<file path="src/logic/wwdt_pkg.sv">
/*
  Package for the windowed watchdog timer: register map, field layout,
  reset values and timing constants.
  Assumes a 40 MHz system clock standing in for the machine-cycle clock.
*/
`default_nettype none
package wwdt_pkg;
  // ==========================================================
  // register map
  // ctrl offset is a word index; opt and stat are byte addresses
  localparam logic [7:0] WWDT_CTRL_INDEX = 8'h2e;
  localparam logic [7:0] WWDT_CTRL_ADDR = {WWDT_CTRL_INDEX[5:0], 2'h0};
  localparam logic [7:0] WWDT_OPT_ADDR = 8'h30;
  localparam logic [7:0] WWDT_STAT_ADDR = 8'h34;
  localparam int WWDT_ARM_BIT = 7;
  localparam int WWDT_TOP_BIT = 6;
  localparam logic [7:0] WWDT_CTRL_RESET = 8'h7f;
  localparam logic [6:0] WWDT_ROLL_FROM = 7'h40;
  // ==========================================================
  // timing
  localparam int WWDT_STEP_CYCLES = 16000;
  localparam int WWDT_STEPS = 64;
  localparam int WWDT_RST_PHASE_SHORT = 256;
  localparam int WWDT_RST_PHASE_LONG = 4096;
  localparam int WWDT_CLK_MHZ = 40;
  localparam int WWDT_PULSE_NS = 30000;
  localparam int WWDT_PULSE_CYCLES = (WWDT_PULSE_NS * WWDT_CLK_MHZ) / 1000;
  // ==========================================================
  // bus answers
  localparam logic [1:0] WWDT_RESP_OKAY = 2'h0;
  localparam logic [1:0] WWDT_RESP_SLVERR = 2'h2;
endpackage : wwdt_pkg
`default_nettype wire

</file>
<file path="src/logic/wwdt_wr_if.sv">
/*
  Write carrier between the bus slave and the watchdog core.
  Assumes one clock domain.
*/
`timescale 1ns/1ps
`default_nettype none
interface wwdt_wr_if;
  logic ctrl_we;
  logic opt_we;
  logic [7:0] wdata;
  modport src (output ctrl_we, output opt_we, output wdata);
  modport dst (input ctrl_we, input opt_we, input wdata);
endinterface : wwdt_wr_if
`default_nettype wire

</file>
<file path="src/logic/wwdt_axil.sv">
/*
  AXI4-Lite slave for the watchdog registers.
  Assumes one write and one read outstanding at most.
*/
`timescale 1ns/1ps
`default_nettype none
module wwdt_axil (
  input wire logic sys_clk,
  input wire logic resetn,
  input wire logic [7:0] awaddr,
  input wire logic awvalid,
  output logic awready,
  input wire logic [31:0] wdata,
  input wire logic [3:0] wstrb,
  input wire logic wvalid,
  output logic wready,
  output logic [1:0] bresp,
  output logic bvalid,
  input wire logic bready,
  input wire logic [7:0] araddr,
  input wire logic arvalid,
  output logic arready,
  output logic [31:0] rdata,
  output logic [1:0] rresp,
  output logic rvalid,
  input wire logic rready,
  input wire logic [7:0] ctrl_rd,
  input wire logic [7:0] opt_rd,
  input wire logic [7:0] stat_rd,
  wwdt_wr_if.src wr
);
  logic aw_have_q;
  logic w_have_q;
  logic [7:0] awaddr_q;
  logic [7:0] wdata_q;
  logic wlane_q;
  logic fire;

  // ==========================================================
  // write channel
  assign awready = !aw_have_q && !bvalid;
  assign wready = !w_have_q && !bvalid;
  assign fire = aw_have_q && w_have_q && !bvalid;

  always_ff @(posedge sys_clk or negedge resetn) begin
    if (!resetn) begin
      aw_have_q <= 1'b0;
      w_have_q <= 1'b0;
      awaddr_q <= 8'h00;
      wdata_q <= 8'h00;
      wlane_q <= 1'b0;
    end else begin
      if (awvalid && awready) begin
        aw_have_q <= 1'b1;
        awaddr_q <= awaddr;
      end else if (fire) begin
        aw_have_q <= 1'b0;
      end
      if (wvalid && wready) begin
        w_have_q <= 1'b1;
        wdata_q <= wdata[7:0];
        wlane_q <= wstrb[0];
      end else if (fire) begin
        w_have_q <= 1'b0;
      end
    end
  end

  always_ff @(posedge sys_clk or negedge resetn) begin
    if (!resetn) begin
      bvalid <= 1'b0;
      bresp <= wwdt_pkg::WWDT_RESP_OKAY;
    end else if (fire) begin
      bvalid <= 1'b1;
      bresp <= (awaddr_q == wwdt_pkg::WWDT_CTRL_ADDR || awaddr_q == wwdt_pkg::WWDT_OPT_ADDR)
               ? wwdt_pkg::WWDT_RESP_OKAY : wwdt_pkg::WWDT_RESP_SLVERR;
    end else if (bready) begin
      bvalid <= 1'b0;
    end
  end

  // one-cycle write strobes to the core, only with lane 0 enabled
  assign wr.ctrl_we = fire && wlane_q && (awaddr_q == wwdt_pkg::WWDT_CTRL_ADDR);
  assign wr.opt_we = fire && wlane_q && (awaddr_q == wwdt_pkg::WWDT_OPT_ADDR);
  assign wr.wdata = wdata_q;

  // ==========================================================
  // read channel
  assign arready = !rvalid;

  always_ff @(posedge sys_clk or negedge resetn) begin
    if (!resetn) begin
      rvalid <= 1'b0;
      rdata <= 32'h0000_0000;
      rresp <= wwdt_pkg::WWDT_RESP_OKAY;
    end else if (arvalid && arready) begin
      rvalid <= 1'b1;
      rresp <= wwdt_pkg::WWDT_RESP_OKAY;
      unique case (araddr)
        wwdt_pkg::WWDT_CTRL_ADDR: rdata <= {24'h000000, ctrl_rd};
        wwdt_pkg::WWDT_OPT_ADDR: rdata <= {24'h000000, opt_rd};
        wwdt_pkg::WWDT_STAT_ADDR: rdata <= {24'h000000, stat_rd};
        default: begin
          rdata <= 32'h0000_0000;
          rresp <= wwdt_pkg::WWDT_RESP_SLVERR;
        end
      endcase
    end else if (rready) begin
      rvalid <= 1'b0;
    end
  end
endmodule : wwdt_axil
`default_nettype wire

</file>
<file path="src/logic/wwdt_core.sv">
/*
  Watchdog counter, arming, option bits and reset pulse generation.
  Assumes halt_exec is a one-cycle pulse from the instruction decoder and
  that resetn is the system reset that this block itself helps to raise.
*/
`timescale 1ns/1ps
`default_nettype none
module wwdt_core (
  input wire logic sys_clk,
  input wire logic resetn,
  input wire logic halt_exec,
  wwdt_wr_if.dst wr,
  output logic [7:0] ctrl_rd,
  output logic [7:0] opt_rd,
  output logic [7:0] stat_rd,
  output logic wdg_reset_n
);
  logic [13:0] presc_q;
  logic step;
  logic arm_q;
  logic [6:0] count_q;
  logic [6:0] count_d;
  logic hw_wdg_q;
  logic halt_rst_q;
  logic active;
  logic roll;
  logic soft_rst;
  logic halt_rst;
  logic trig;
  logic [10:0] pulse_q;
  logic [1:0] cause_q;

  localparam logic [13:0] STEP_LAST = 14'(wwdt_pkg::WWDT_STEP_CYCLES - 1);
  localparam logic [10:0] PULSE_LEN = 11'(wwdt_pkg::WWDT_PULSE_CYCLES);

  // ==========================================================
  // prescaler, never cleared by register writes
  always_ff @(posedge sys_clk or negedge resetn) begin
    if (!resetn) begin
      presc_q <= 14'h0000;
    end else begin
      presc_q <= step ? 14'h0000 : presc_q + 14'h0001;
    end
  end
  assign step = (presc_q == STEP_LAST);

  // ==========================================================
  // counter: free-running, a write loads it directly
  always_comb begin
    count_d = count_q;
    if (step) begin
      count_d = count_q - 7'h01;
    end
    if (wr.ctrl_we) begin
      count_d = wr.wdata[6:0];
    end
  end
  always_ff @(posedge sys_clk or negedge resetn) begin
    if (!resetn) begin
      count_q <= wwdt_pkg::WWDT_CTRL_RESET[6:0];
    end else begin
      count_q <= count_d;
    end
  end

  // arm bit: set only by software, cleared only by reset
  always_ff @(posedge sys_clk or negedge resetn) begin
    if (!resetn) begin
      arm_q <= 1'b0;
    end else if (wr.ctrl_we && wr.wdata[wwdt_pkg::WWDT_ARM_BIT]) begin
      arm_q <= 1'b1;
    end
  end

  // option bits, reloaded by resetn, so a watchdog reset routed back to resetn clears hw_wdg_q and sets halt_rst_q
  always_ff @(posedge sys_clk or negedge resetn) begin
    if (!resetn) begin
      hw_wdg_q <= 1'b0;
      halt_rst_q <= 1'b1;
    end else if (wr.opt_we) begin
      hw_wdg_q <= wr.wdata[0];
      halt_rst_q <= wr.wdata[1];
    end
  end

  // ==========================================================
  // reset triggers
  assign active = arm_q || hw_wdg_q;
  assign roll = active && step && !wr.ctrl_we && (count_q == wwdt_pkg::WWDT_ROLL_FROM);
  // an already armed block cannot be disarmed, so a top-bit-clear write resets too
  assign soft_rst = wr.ctrl_we && (wr.wdata[wwdt_pkg::WWDT_ARM_BIT] || active)
                    && !wr.wdata[wwdt_pkg::WWDT_TOP_BIT];
  assign halt_rst = halt_exec && active && halt_rst_q;
  assign trig = roll || soft_rst || halt_rst;

  // reset pulse; the chip's reset phase adds its own cycles afterwards
  always_ff @(posedge sys_clk or negedge resetn) begin
    if (!resetn) begin
      pulse_q <= 11'h000;
      cause_q <= 2'h0;
    end else if (trig && pulse_q == 11'h000) begin
      pulse_q <= PULSE_LEN;
      cause_q <= {halt_rst, roll || soft_rst};
    end else if (pulse_q != 11'h000) begin
      pulse_q <= pulse_q - 11'h001;
    end
  end
  assign wdg_reset_n = (pulse_q == 11'h000);

  assign ctrl_rd = {arm_q, count_q};
  assign opt_rd = {6'h00, halt_rst_q, hw_wdg_q};
  assign stat_rd = {5'h00, active, cause_q};

  // ==========================================================
  // checks
  chk_step_period: assert property (@(posedge sys_clk) disable iff (!resetn)
    step |-> $past(presc_q) == 14'(STEP_LAST - 14'h0001))
    else $error("prescaler step period wrong");
  chk_arm_sticky: assert property (@(posedge sys_clk) disable iff (!resetn)
    arm_q |=> arm_q)
    else $error("arm bit cleared without reset");
  chk_arm_set: assert property (@(posedge sys_clk) disable iff (!resetn)
    wr.ctrl_we && wr.wdata[7] |=> arm_q)
    else $error("arm bit not set by write");
  chk_roll_reset: assert property (@(posedge sys_clk) disable iff (!resetn)
    roll && wdg_reset_n |=> !wdg_reset_n)
    else $error("rollover did not reset");
  chk_soft_reset: assert property (@(posedge sys_clk) disable iff (!resetn)
    wr.ctrl_we && wr.wdata[7] && !wr.wdata[6] && wdg_reset_n |=> !wdg_reset_n)
    else $error("software reset missing");
  chk_halt_reset: assert property (@(posedge sys_clk) disable iff (!resetn)
    halt_exec && arm_q && halt_rst_q && wdg_reset_n |=> !wdg_reset_n)
    else $error("halt reset missing");
  chk_count_free: assert property (@(posedge sys_clk) disable iff (!resetn)
    step && !wr.ctrl_we |=> count_q == 7'($past(count_q) - 7'h01))
    else $error("counter did not decrement");
  chk_count_load: assert property (@(posedge sys_clk) disable iff (!resetn)
    wr.ctrl_we |=> count_q == $past(wr.wdata[6:0]))
    else $error("write did not load counter");
  chk_idle_quiet: assert property (@(posedge sys_clk) disable iff (!resetn)
    !active && !wr.ctrl_we && wdg_reset_n |=> wdg_reset_n)
    else $error("reset while disarmed");
endmodule : wwdt_core
`default_nettype wire

</file>
<file path="src/logic/wwdt_top.sv">
/*
  Top of the windowed watchdog timer: AXI4-Lite register slave plus core.
  Assumes sys_clk is the 40 MHz machine-cycle clock and that the system
  reset network routes wdg_reset_n back to resetn.
*/
`timescale 1ns/1ps
`default_nettype none
// How it works
// - the counter steps down once every 16000 clock cycles, giving up to 64 steps.
// - when armed and the counter rolls from 40h to 3Fh, a reset pulse is driven low.
// - the counter keeps decrementing whether or not the watchdog is armed.
// - every reset leaves the watchdog disarmed and only a reset disarms it.
// - software may set the arm bit but never clear it.
// - writing the arm bit set with bit 6 clear resets at once.
// - a halt instruction while active produces a reset.
// - an option bit chooses whether halt produces that reset.
// - an option bit keeps the watchdog always active regardless of the arm bit.
// - the timeout spread of one step comes from the prescaler phase at the write.
// - the reset phase of the chip adds its own cycles after the pulse.
// - the control register holds arm in bit 7 and count in bits 6:0, resetting to 7Fh.
module wwdt_top (
  input wire logic sys_clk,
  input wire logic resetn,
  input wire logic halt_exec,
  input wire logic [7:0] s_axi_awaddr,
  input wire logic s_axi_awvalid,
  output logic s_axi_awready,
  input wire logic [31:0] s_axi_wdata,
  input wire logic [3:0] s_axi_wstrb,
  input wire logic s_axi_wvalid,
  output logic s_axi_wready,
  output logic [1:0] s_axi_bresp,
  output logic s_axi_bvalid,
  input wire logic s_axi_bready,
  input wire logic [7:0] s_axi_araddr,
  input wire logic s_axi_arvalid,
  output logic s_axi_arready,
  output logic [31:0] s_axi_rdata,
  output logic [1:0] s_axi_rresp,
  output logic s_axi_rvalid,
  input wire logic s_axi_rready,
  output logic wdg_reset_n
);
  logic [7:0] ctrl_rd;
  logic [7:0] opt_rd;
  logic [7:0] stat_rd;
  wwdt_wr_if wr ();

  // ==========================================================
  // register slave
  wwdt_axil u_axil (
    .sys_clk(sys_clk),
    .resetn(resetn),
    .awaddr(s_axi_awaddr),
    .awvalid(s_axi_awvalid),
    .awready(s_axi_awready),
    .wdata(s_axi_wdata),
    .wstrb(s_axi_wstrb),
    .wvalid(s_axi_wvalid),
    .wready(s_axi_wready),
    .bresp(s_axi_bresp),
    .bvalid(s_axi_bvalid),
    .bready(s_axi_bready),
    .araddr(s_axi_araddr),
    .arvalid(s_axi_arvalid),
    .arready(s_axi_arready),
    .rdata(s_axi_rdata),
    .rresp(s_axi_rresp),
    .rvalid(s_axi_rvalid),
    .rready(s_axi_rready),
    .ctrl_rd(ctrl_rd),
    .opt_rd(opt_rd),
    .stat_rd(stat_rd),
    .wr(wr)
  );

  // ==========================================================
  // watchdog core
  wwdt_core u_core (
    .sys_clk(sys_clk),
    .resetn(resetn),
    .halt_exec(halt_exec),
    .wr(wr),
    .ctrl_rd(ctrl_rd),
    .opt_rd(opt_rd),
    .stat_rd(stat_rd),
    .wdg_reset_n(wdg_reset_n)
  );
endmodule : wwdt_top
`default_nettype wire

</file>
<file path="config.mk">
export PLATFORM = sky130hd
export DESIGN_NAME = wwdt_top
export DESIGN_NICKNAME = d
export VERILOG_FILES = /design/src/logic/wwdt_pkg.sv /design/src/logic/wwdt_wr_if.sv /design/src/logic/wwdt_axil.sv /design/src/logic/wwdt_core.sv /design/src/logic/wwdt_top.sv
export SDC_FILE = /design/constraint.sdc
export NUM_CORES = 1
export LEC_CHECK = 0
export BUFFER_PORTS_ARGS = -buffer_cell sky130_fd_sc_hd__buf_2
export CAP_MARGIN = 25
export CORE_AREA = 2 2 85 87
export DETAILED_ROUTE_END_ITERATION = 8
export DIE_AREA = 0 0 87 89
export GPL_ROUTABILITY_DRIVEN = 0
export PLACE_DENSITY = 0.8
export SLEW_MARGIN = 30
export SYNTH_ARGS = -nofsm -noshare
export SYNTH_HDL_FRONTEND = slang
export SYNTH_SLANG_ARGS = --single-unit
</file>
<file path="constraint.sdc">
create_clock -name sys_clk -period 4.33 [get_ports sys_clk]
set_clock_uncertainty 0.1 [all_clocks]
set_input_delay 0.433 -clock sys_clk [delete_from_list [all_inputs] [get_ports sys_clk]]
set_output_delay 0.433 -clock sys_clk [all_outputs]
set_load 0.01 [all_outputs]
</file>
After elaboration in Yosys (flattened, before gate mapping)
Cells that the tools add are included.
{"block": "classes", "n_addsub": 3, "n_eq_ne": 7, "mux": 15, "reduce_logical": 39}
{"cell": "$eq 8x6->1 const B", "count": 3}
{"cell": "$pmux 8 s3", "count": 1}
{"cell": "$mux 11", "count": 2}
{"cell": "$logic_and 1x1->1", "count": 19}
{"cell": "$eq 8x8->1 const B", "count": 2}
{"cell": "$add 14x1->14 const B", "count": 1}
{"cell": "$eq 14x14->1 const B", "count": 1}
{"cell": "$mux 14", "count": 1}
{"cell": "$mux 7", "count": 2}
{"cell": "$reduce_bool 2->1", "count": 6}
{"cell": "$logic_not 11->1", "count": 1}
{"cell": "$reduce_bool 11->1", "count": 1}
{"cell": "$sub 11x1->11 const B", "count": 1}
{"cell": "$eq 7x7->1 const B", "count": 1}
{"cell": "$mux 1", "count": 7}
{"cell": "$sub 7x1->7 const B", "count": 1}
{"cell": "$logic_not 1->1", "count": 6}
{"cell": "$logic_or 1x1->1", "count": 5}
{"cell": "$mux 2", "count": 2}
{"cell": "$reduce_or 3->1", "count": 1}
{"block": "totals", "regBits": 94, "elab_cells": 81}

Longest topological paths before layout
Gate-level depths: netlist of the first run.
{"block": "depth", "ltp_word": 11, "mapped_depth": 10, "ltp_nobuf": 9}

By module
Synthesis of the first run repeated with hierarchy kept, for this count alone.
{"block": "unflattened", "hier_cells": 341, "area_unflattened_um2": 3646.0}
{"mod": "wwdt_core", "instances": 1, "cells_per_inst": 205, "area_per_inst_um2": 2029.4, "seq_area_each_um2": 935.9}
{"mod": "wwdt_axil", "instances": 1, "cells_per_inst": 136, "area_per_inst_um2": 1616.6, "seq_area_each_um2": 775.7}

Least setup slack after synthesis of the first run
OpenSTA, ideal clock, no wires.
{"block": "synth_timing", "path_kind": "register -> output", "startpoint": "register u_core.pulse_q[0]", "endpoint": "output port wdg_reset_n", "arrival_time_ns": 1.892, "t_required_ns": 3.797, "path_slack_ns": 1.905, "stages_incl_launch_ff": 8, "cell_sequence": "dfrtp_1 > inv_1 > ha_1 > or4b_1 > or2_4 > or3_1 > buf_6 > clkinv_4"}
{"block": "synth_between", "elab_chain_cells": 1}
{"element": "start, declared", "line": "wwdt_core.sv:30", "text": "logic [10:0] pulse_q;"}
{"element": "start signal, assigned", "line": "wwdt_core.sv:105", "text": "pulse_q <= pulse_q - 11'h001;"}
{"element": "$logic_not 11->1", "line": "wwdt_core.sv:108", "text": "assign wdg_reset_n = (pulse_q == 11'h000);"}
{"element": "end, declared", "line": "wwdt_top.sv:42", "text": "output logic wdg_reset_n"}
Every way passes these cells.

Worst setup path in the final report of the first run
Ends and elaborated chain as after synthesis.

==> summary.txt, run 1 <==
Timing
  – Pins Over Slew Limit: 0
  – Fmax: 326.1 MHz
  – Final setup TNS: 0 ns
  – Max-slew headroom: 0.5845
  – RSZ-0062 raised after global routing: false
  – Final Hold Viols: 0
  – Fin crit period: 3.066 ns
  – Final period util: 0.7082
  – Count of final setup violators: 0
  – Measured slew at the worst slew-check pin: 0.6233 ns

Finish
  – Ant. Diodes: 0
  – Commonest cells after routing, fill and taps aside: dfrtp_1, buf_2, conb_1
  – Fill count: 582
  – Final net count: 425
  – Commonest non-fill, non-tap cell in the layout: dfrtp_1
  – Layout cells sized above 1: 0.2842
  – Layout area overhead: 14.08%

Power and ir drop
  – Gate power share: 0.173
  – Maximum VDD drop: 344.3 uV
  – Clock group share of total power: 0.340
  – Flop pwr share: 0.487
  – NetSw: 466.4 uW
  – Internal power: 1261 uW
  – P_leak: 0.001730 uW
  – Sw Ratio: 0.2700
  – Overall power: 1728 uW
  – Pwr Density: 455.7 nW/um^2

CTS
  – Worst-path clk slew: 0.07 ns
  – CTS Root Buffer Type: clkbuf_8
  – Clock Sinks: 68
  – Clk buf depth: 2
  – Post-CTS Hold Buffers: 0
  – Clk_lat worst skew: 0.34 ns
  – CTS tree: yes
  – Total CTS buffers: 9
  – Setup Fix Bufs, Post-CTS: 0
  – Post-CTS Resized: 0
  – H-tree depth: 3

Worst setup path
  – Crit end category: output port
  – CP arrival: 2.53 ns
  – Crit path to: wdg_reset_n
  – Worst R2R End: u_core.pulse_q[0]$_DFFE_PN0P_
  – Critical path type: register to output port
  – Worst Setup Start Kind: register
  – Cell depth of the worst flop-to-flop path: 9
  – Crit Reg-Reg Startpoint: u_core.pulse_q[0]$_DFFE_PN0P_
  – Req. time, crit path: 3.80 ns
  – CP Max Fanout: 8
  – Reg2Reg Setup Slack: 1.65 ns
  – Origin of the worst setup path: u_core.pulse_q[0]$_DFFE_PN0P_

GRT
  – Remaining global-route overflow: 0
  – Total track usage: 0.1773
  – Global-route wire length before repair: 10450 um
  – Vias in the first global route: 2361
  – Initial antenna violation count: 0
  – Largest net degree at the start of global routing: 52

Synthesis
  – Syn avg cell area: 10.86 um^2
  – Synth Warn #: 0
  – Synth Flop Type: dfrtp_1
  – Post-synth EDFFs: 0
  – Post-Synth XOR/XNOR Area: 0.05271
  – Post-Synth Simple-Gate Area: 0.1702
  – Mapped cell area: 3323 um^2
  – Count of cell types in the netlist: 52
  – Gate Count Post-Synth: 306
  – Post-synthesis mux area share: 0.08358
  – Synthesized flop and latch total: 68
  – Sequential area share after synthesis: 0.5151
  – Combinational family with the most area after synthesis: simple AND/OR/NAND/NOR gates
  – Synth Area in Compound Gates: 0.07944
  – Ys async rst share: 1.000
  – Synth Area in Adders: 0.01506

Floorplanning
  – Initial cell density of the core: 0.4946
  – Floorplan row count: 30
  – Die ar.: 7743 um^2
  – Core area: 6719 um^2
  – Die X: 87 um
  – Top Ports: 102
  – Die height: 89 um

Placed design
  – Hpwl dp: 4556 um
  – IO Port Bufs: 48

Route
  – Final WL: 6279 um
  – Detail Route Antenna Nets: 0
  – DRC: 0
  – Via count: 2374
  – Routed wire per std cell: 14.08 um
  – Vias per std cell: 5.323
  – DR pass1 iterations: 4
  – DR iter-0 viols: 100

Job
  – Maxcap violations: 0

Outcome
  – Status: completed

Min path
  – Hold Crit Class: input port to asynchronous set/reset pin
-- cell families (layout without fill, tap and decap cells) --
| family | count (synthesis) | after routing |
|---|---|---|
| flops | 68 | 68 |
| compound gates | 40 | 40 |
| fa+ha+maj | 4 | 4 |
| buf+inv | 44 | 79 |
| xor+xnor | 20 | 20 |
| simple gates | 104 | 104 |
| other cells | 1 | 26 |
| mux | 25 | 25 |
-- Yosys cell counts (3+ instances only) --
| cell | n | area (um^2) |
|---|---|---|
| a21oi_1 | 4 | 20.02 |
| inv_1 | 11 | 41.29 |
| mux2i_1 | 3 | 30.03 |
| nor3_1 | 7 | 35.03 |
| nand3_1 | 9 | 45.04 |
| buf_4 | 26 | 195.2 |
| nand2_1 | 24 | 90.09 |
| or3_1 | 3 | 18.77 |
| nand3b_1 | 3 | 22.52 |
| xor2_1 | 12 | 105.1 |
| nor4_1 | 4 | 25.02 |
| o31ai_1 | 3 | 22.52 |
| clkbuf_1 | 5 | 18.77 |
| ha_1 | 4 | 50.05 |
| dfstp_2 | 8 | 210.2 |
| nor2_1 | 24 | 90.09 |
| nand4_1 | 5 | 31.28 |
| mux2_2 | 21 | 236.5 |
| xnor2_1 | 8 | 70.07 |
| o21ai_0 | 14 | 70.07 |
| dfrtp_1 | 60 | 1501 |
| and2_1 | 3 | 18.77 |
| a22o_1 | 5 | 43.79 |
-- final cells by class --
| cell class | instances | area [um^2] | share of cell area |
|---|---|---|---|
| clock buffer | 12 | 155.1 | 0.04092 |
| clock inverter | 4 | 72.57 | 0.01914 |
| inverter | 12 | 50.05 | 0.01320 |
| multi-input combinational | 219 | 1436 | 0.3789 |
| sequential | 68 | 1712 | 0.4515 |
| tap | 80 | 100.1 | 0.02640 |
| timing repair buffer | 51 | 265.3 | 0.06997 |
-- flip-flops by register name, summed over array words and instances, names as in the netlist --
register and cells:
u_axil.bresp 1, u_core.presc_q 14, u_core.cause_q 2, u_axil.wr.wdata 8
u_axil.rvalid 1, u_axil.wlane_q 1, u_axil.rdata 8, u_axil.aw_have_q 1
u_axil.bvalid 1, u_core.count_q 7, u_axil.awaddr_q 8, u_core.arm_q 1
u_axil.rresp 1, u_axil.w_have_q 1, u_core.pulse_q 11, u_core.hw_wdg_q 1
u_core.halt_rst_q 1
-- worst max-delay path, stage by stage, from the launching register on --
cell	delay, ns
dfrtp_1	0.42
inv_1	0.07
ha_1	0.17
or4b_1	0.47
or2_4	0.28
or3_1	0.51
clkinv_4	0.14
buf_2	0.14
-- power groups by stage --
| stage | sequential (uW) | clock (uW) | combinational (uW) |
|---|---|---|---|
| floorplan | 825 | 0 | 241 |
| global placement | 841 | 0 | 290 |
| detailed placement | 852 | 0 | 300 |
| CTS | 841 | 597 | 302 |
| global route | 855 | 632 | 334 |
| finish | 842 | 588 | 298 |
-- routing by layer --
layer	track usage	vias up	share of wire
met5	0	-	0
met1	0.2202	1133	0.47
met3	0.03509	14	0.050
met4	0.1122	0	0.030
li1	-	1136	-
met2	0.2852	91	0.45
-- stage by stage --
stage                     utilization  setup WS (ns)  cell area [um^2]  std cells  hold slack, ns
final                          0.5642          1.264              3791        446        0.009068
after global routing           0.5642          1.134              3791        446         0.03891
after CTS                      0.5633          1.246              3785        446         0.02342
after detailed placement       0.5294          1.644              3557        430          0.3647
after global placement         0.5291          1.651              3555        430          0.3604
after floorplan                     -          1.905              3417        331         0.03741
-- worst min-delay path by stage --
stage / to / start / slack [ns]
final: u_axil.awaddr_q[6]$_DFFE_PN0P_ / resetn / 0.009
after global routing: u_axil.awaddr_q[6]$_DFFE_PN0P_ / resetn / 0.04
after CTS: u_axil.awaddr_q[1]$_DFFE_PN0P_ / resetn / 0.02
after detailed placement: u_core.presc_q[6]$_DFF_PN0_ / u_core.presc_q[6]$_DFF_PN0_ / 0.36
after global placement: u_core.presc_q[6]$_DFF_PN0_ / u_core.presc_q[6]$_DFF_PN0_ / 0.36
after floorplan: u_axil.aw_have_q$_DFFE_PN0P_ / resetn / 0.04
Note: power is estimated with default switching activity, not from simulation.
==> run 2: changes to the inputs <==
- clock period: 4.33 -> 3 ns (I/O delays scaled with it)
==> run 2 against run 1 <==
Count of clock-buffer cells in the layout up 2. First-iteration DRC count down 13%. Clock power up 27%. Sequential share of layout area up 0.10 points. Core utilization down 0.13 points. Worst hold slack better by 0.026 ns. Non-clock buffer count up 3. Highest routed layer unchanged.
==> summary.txt, run 2 (same netlist as run 1, synthesis figures left out) <==
Outcome
  – Status: completed

GRT
  – Remaining global-route overflow: 0 (unchanged)
  – Largest net degree at the start of global routing: 39 (-25%)
  – Initial antenna violation count: 0 (unchanged)
  – Vias in the first global route: 2253 (-4.6%)
  – Total track usage: 0.1683 (-0.008972)
  – Global-route wire length before repair: 10200 um (-2.4%)

Timing
  – Pins Over Slew Limit: 0 (unchanged)
  – Fmax: 356.8 MHz
  – RSZ-0062 raised after global routing: false
  – Measured slew at the worst slew-check pin: 0.8018 ns (+0.1786 ns)
  – Hold slack: 0.03540 ns (+0.02633 ns)
  – Final setup TNS: 0 ns (unchanged)
  – Count of final setup violators: 0 (unchanged)
  – Max-slew headroom: 0.4655 (-0.1190)
  – Setup ws final: 0.1972 ns (-1.066 ns)
  – Final period util: 0.9343
  – Final Hold Viols: 0 (unchanged)
  – Fin crit period: 2.803 ns

Worst setup path
  – Reg2Reg Setup Slack: 0.44 ns (-1.21 ns)
  – CP arrival: 2.40 ns (-0.13 ns)
  – Req. time, crit path: 2.60 ns (-1.20 ns)
  – Crit Reg-Reg Startpoint: u_core.pulse_q[0]$_DFFE_PN0P_
  – Crit-path cells: inv_1, ha_1, or4b_1, or2_4, or3_4, clkinv_4, buf_2
  – Cell depth of the worst flop-to-flop path: 9 (unchanged)
  – Crit path buf inv count: 3 (unchanged)
  – Critical path's top delay family: simple AND/OR/NAND/NOR gates
  – CP Max Fanout: 8 (unchanged)
  – Critical path type: register to output port
  – Worst Setup Start Kind: register
  – Levels on crit path: 7 (unchanged)
  – Crit end category: output port
  – CP max stage delay: 0.47 ns (-0.04 ns)
  – Slowest cell on crit path: or4b_1
  – Worst R2R End: u_core.pulse_q[0]$_DFFE_PN0P_

Floorplanning
  – Initial cell density of the core: 0.4946 (unchanged)
  – Die height: 89 um (unchanged)
  – Top Ports: 102 (unchanged)
  – Core area: 6719 um^2 (unchanged)
  – Die ar.: 7743 um^2 (unchanged)
  – Floorplan row count: 30 (unchanged)
  – Die X: 87 um (unchanged)

Route
  – Via count: 2349 (-1.1%)
  – DR iter-0 viols: 87 (-13%)
  – DR pass1 iterations: 5 (+1)
  – DRC: 0 (unchanged)
  – Vias per std cell: 5.232 (-1.7%)
  – Detail Route Antenna Nets: 0 (unchanged)
  – Final WL: 6053 um (-3.6%)
  – Routed wire per std cell: 13.48 um (-4.2%)

CTS
  – Setup Fix Bufs, Post-CTS: 0 (unchanged)
  – CTS Root Buffer Type: clkbuf_8
  – Clock Sinks: 68 (unchanged)
  – Clk buf depth: 2 (unchanged)
  – Worst-path clk slew: 0.07 ns (about the same)
  – CTS tree: yes
  – H-tree depth: 3 (unchanged)
  – Clk_lat worst skew: 0.33 ns (about the same)
  – Total CTS buffers: 9 (unchanged)

Finish
  – Post-Layout Cell Count: 449 (+0.67%)
  – Finished Core Util: 0.5629 (-0.001304)
  – Commonest non-fill, non-tap cell in the layout: dfrtp_1
  – Biggest regs: u_core.presc_q: 14 flops, u_core.pulse_q: 11 flops
  – Flip-flop count of the largest register after layout: 14 (unchanged)
  – Ant. Diodes: 0 (unchanged)
  – Largest Register: u_core.presc_q
  – Layout area overhead: 13.82%
  – Layout cells sized above 1: 0.2818 (-0.002310)
  – Final net count: 428 (+0.71%)
  – Commonest cells after routing, fill and taps aside: dfrtp_1, buf_2, conb_1

Min path
  – Hold path startpoint: s_axi_bready
  – Hold Crit Class: input port to register
  – Hold depth: 2
  – Min-Delay Endpoint: u_axil.bvalid$_DFFE_PN0P_

Power and ir drop
  – P_leak: 0.001734 uW (+0.19%)
  – Gate power share: 0.180 (+0.007)
  – Pwr Density: 633.1 nW/um^2 (+39%)
  – Internal power: 1739 uW (+38%)
  – Clock group share of total power: 0.313 (-0.027)
  – Flop pwr share: 0.507 (+0.020)
  – Maximum VDD drop: 446.4 uV (+30%)
  – NetSw: 655.1 uW (+40%)
  – Sw Ratio: 0.2736 (+0.003611)

Placed design
  – Pre-CTS setup slack: 0.3459 ns (-1.298 ns)
  – Hpwl dp: 4526 um (-0.65%)
  – Placed cells: 432 (+0.47%)
  – IO Port Bufs: 48 (unchanged)

Job
  – Maxcap violations: 0 (unchanged)
## run 2: changes by cell type in the layout (fill, tap and decap cells not counted)
cell / change
nor4_1: +1
buf_4: +1
buf_2: +1
clkinvlp_4: -1
or3_4: +1
or3_1: -1
clkbuf_1: +2
nor4_2: -1
dlygate4sd3_1: +1
bufinv_16: -1
## run 2: worst max path at each step
stage	from	to
2_1_floorplan	u_core.pulse_q[0]$_DFFE_PN0P_	u_core.pulse_q[0]$_DFFE_PN0P_
3_3_place_gp	u_core.pulse_q[0]$_DFFE_PN0P_	u_core.pulse_q[0]$_DFFE_PN0P_
3_5_place_dp	u_core.pulse_q[0]$_DFFE_PN0P_	u_core.pulse_q[0]$_DFFE_PN0P_
4_1_cts	u_core.pulse_q[0]$_DFFE_PN0P_	wdg_reset_n
5_1_grt	u_core.pulse_q[0]$_DFFE_PN0P_	wdg_reset_n
6_report	u_core.pulse_q[0]$_DFFE_PN0P_	wdg_reset_n
## run 2: layout make-up
class                   count  area (um^2)
clock buffers              14        162.7
well taps                  80        100.1
flip-flops and latches     68         1712
repair buffers             54        287.8
fillers                   592         2937
multi-input cells         219         1435
inverters                  12        50.05
clock inverters             2        35.03
## run 2: timing repair
| item | 4_1_cts | 5_1_grt |
|---|---|---|
| gates resized for setup | 0 | 1 |
| hold endpoints to repair | 32 | 0 |
| hold buffers | 1 | 0 |
| setup endpoints to repair | 0 | 1 |
## run 2: metrics by stage
stage	power, uW	cell area (um^2)
after global placement	1636	3570
after floorplan	1538	3417
after detailed placement	1666	3570
final	2394	3782
after global routing	2533	3782
after CTS	2420	3777
## run 2: power by group through the flow
stage,sequential [uW],clock [uW],combinational [uW]
2_1_floorplan,1190,0,347
3_3_place_gp,1220,0,420
3_5_place_dp,1230,0,436
4_1_cts,1210,768,439
5_1_grt,1240,812,481
6_report,1210,749,432
## run 2: routing by layer
| metal | share of wire | vias up | wire, um | track usage |
|---|---|---|---|---|
| met5 | 0 | - | 0 | 0 |
| met4 | 0.0076 | 0 | 46 | 0.07813 |
| met3 | 0.054 | 4 | 328 | 0.03601 |
| met2 | 0.46 | 83 | 2770 | 0.2644 |
| met1 | 0.48 | 1126 | 2908 | 0.2247 |
| li1 | - | 1136 | - | - |
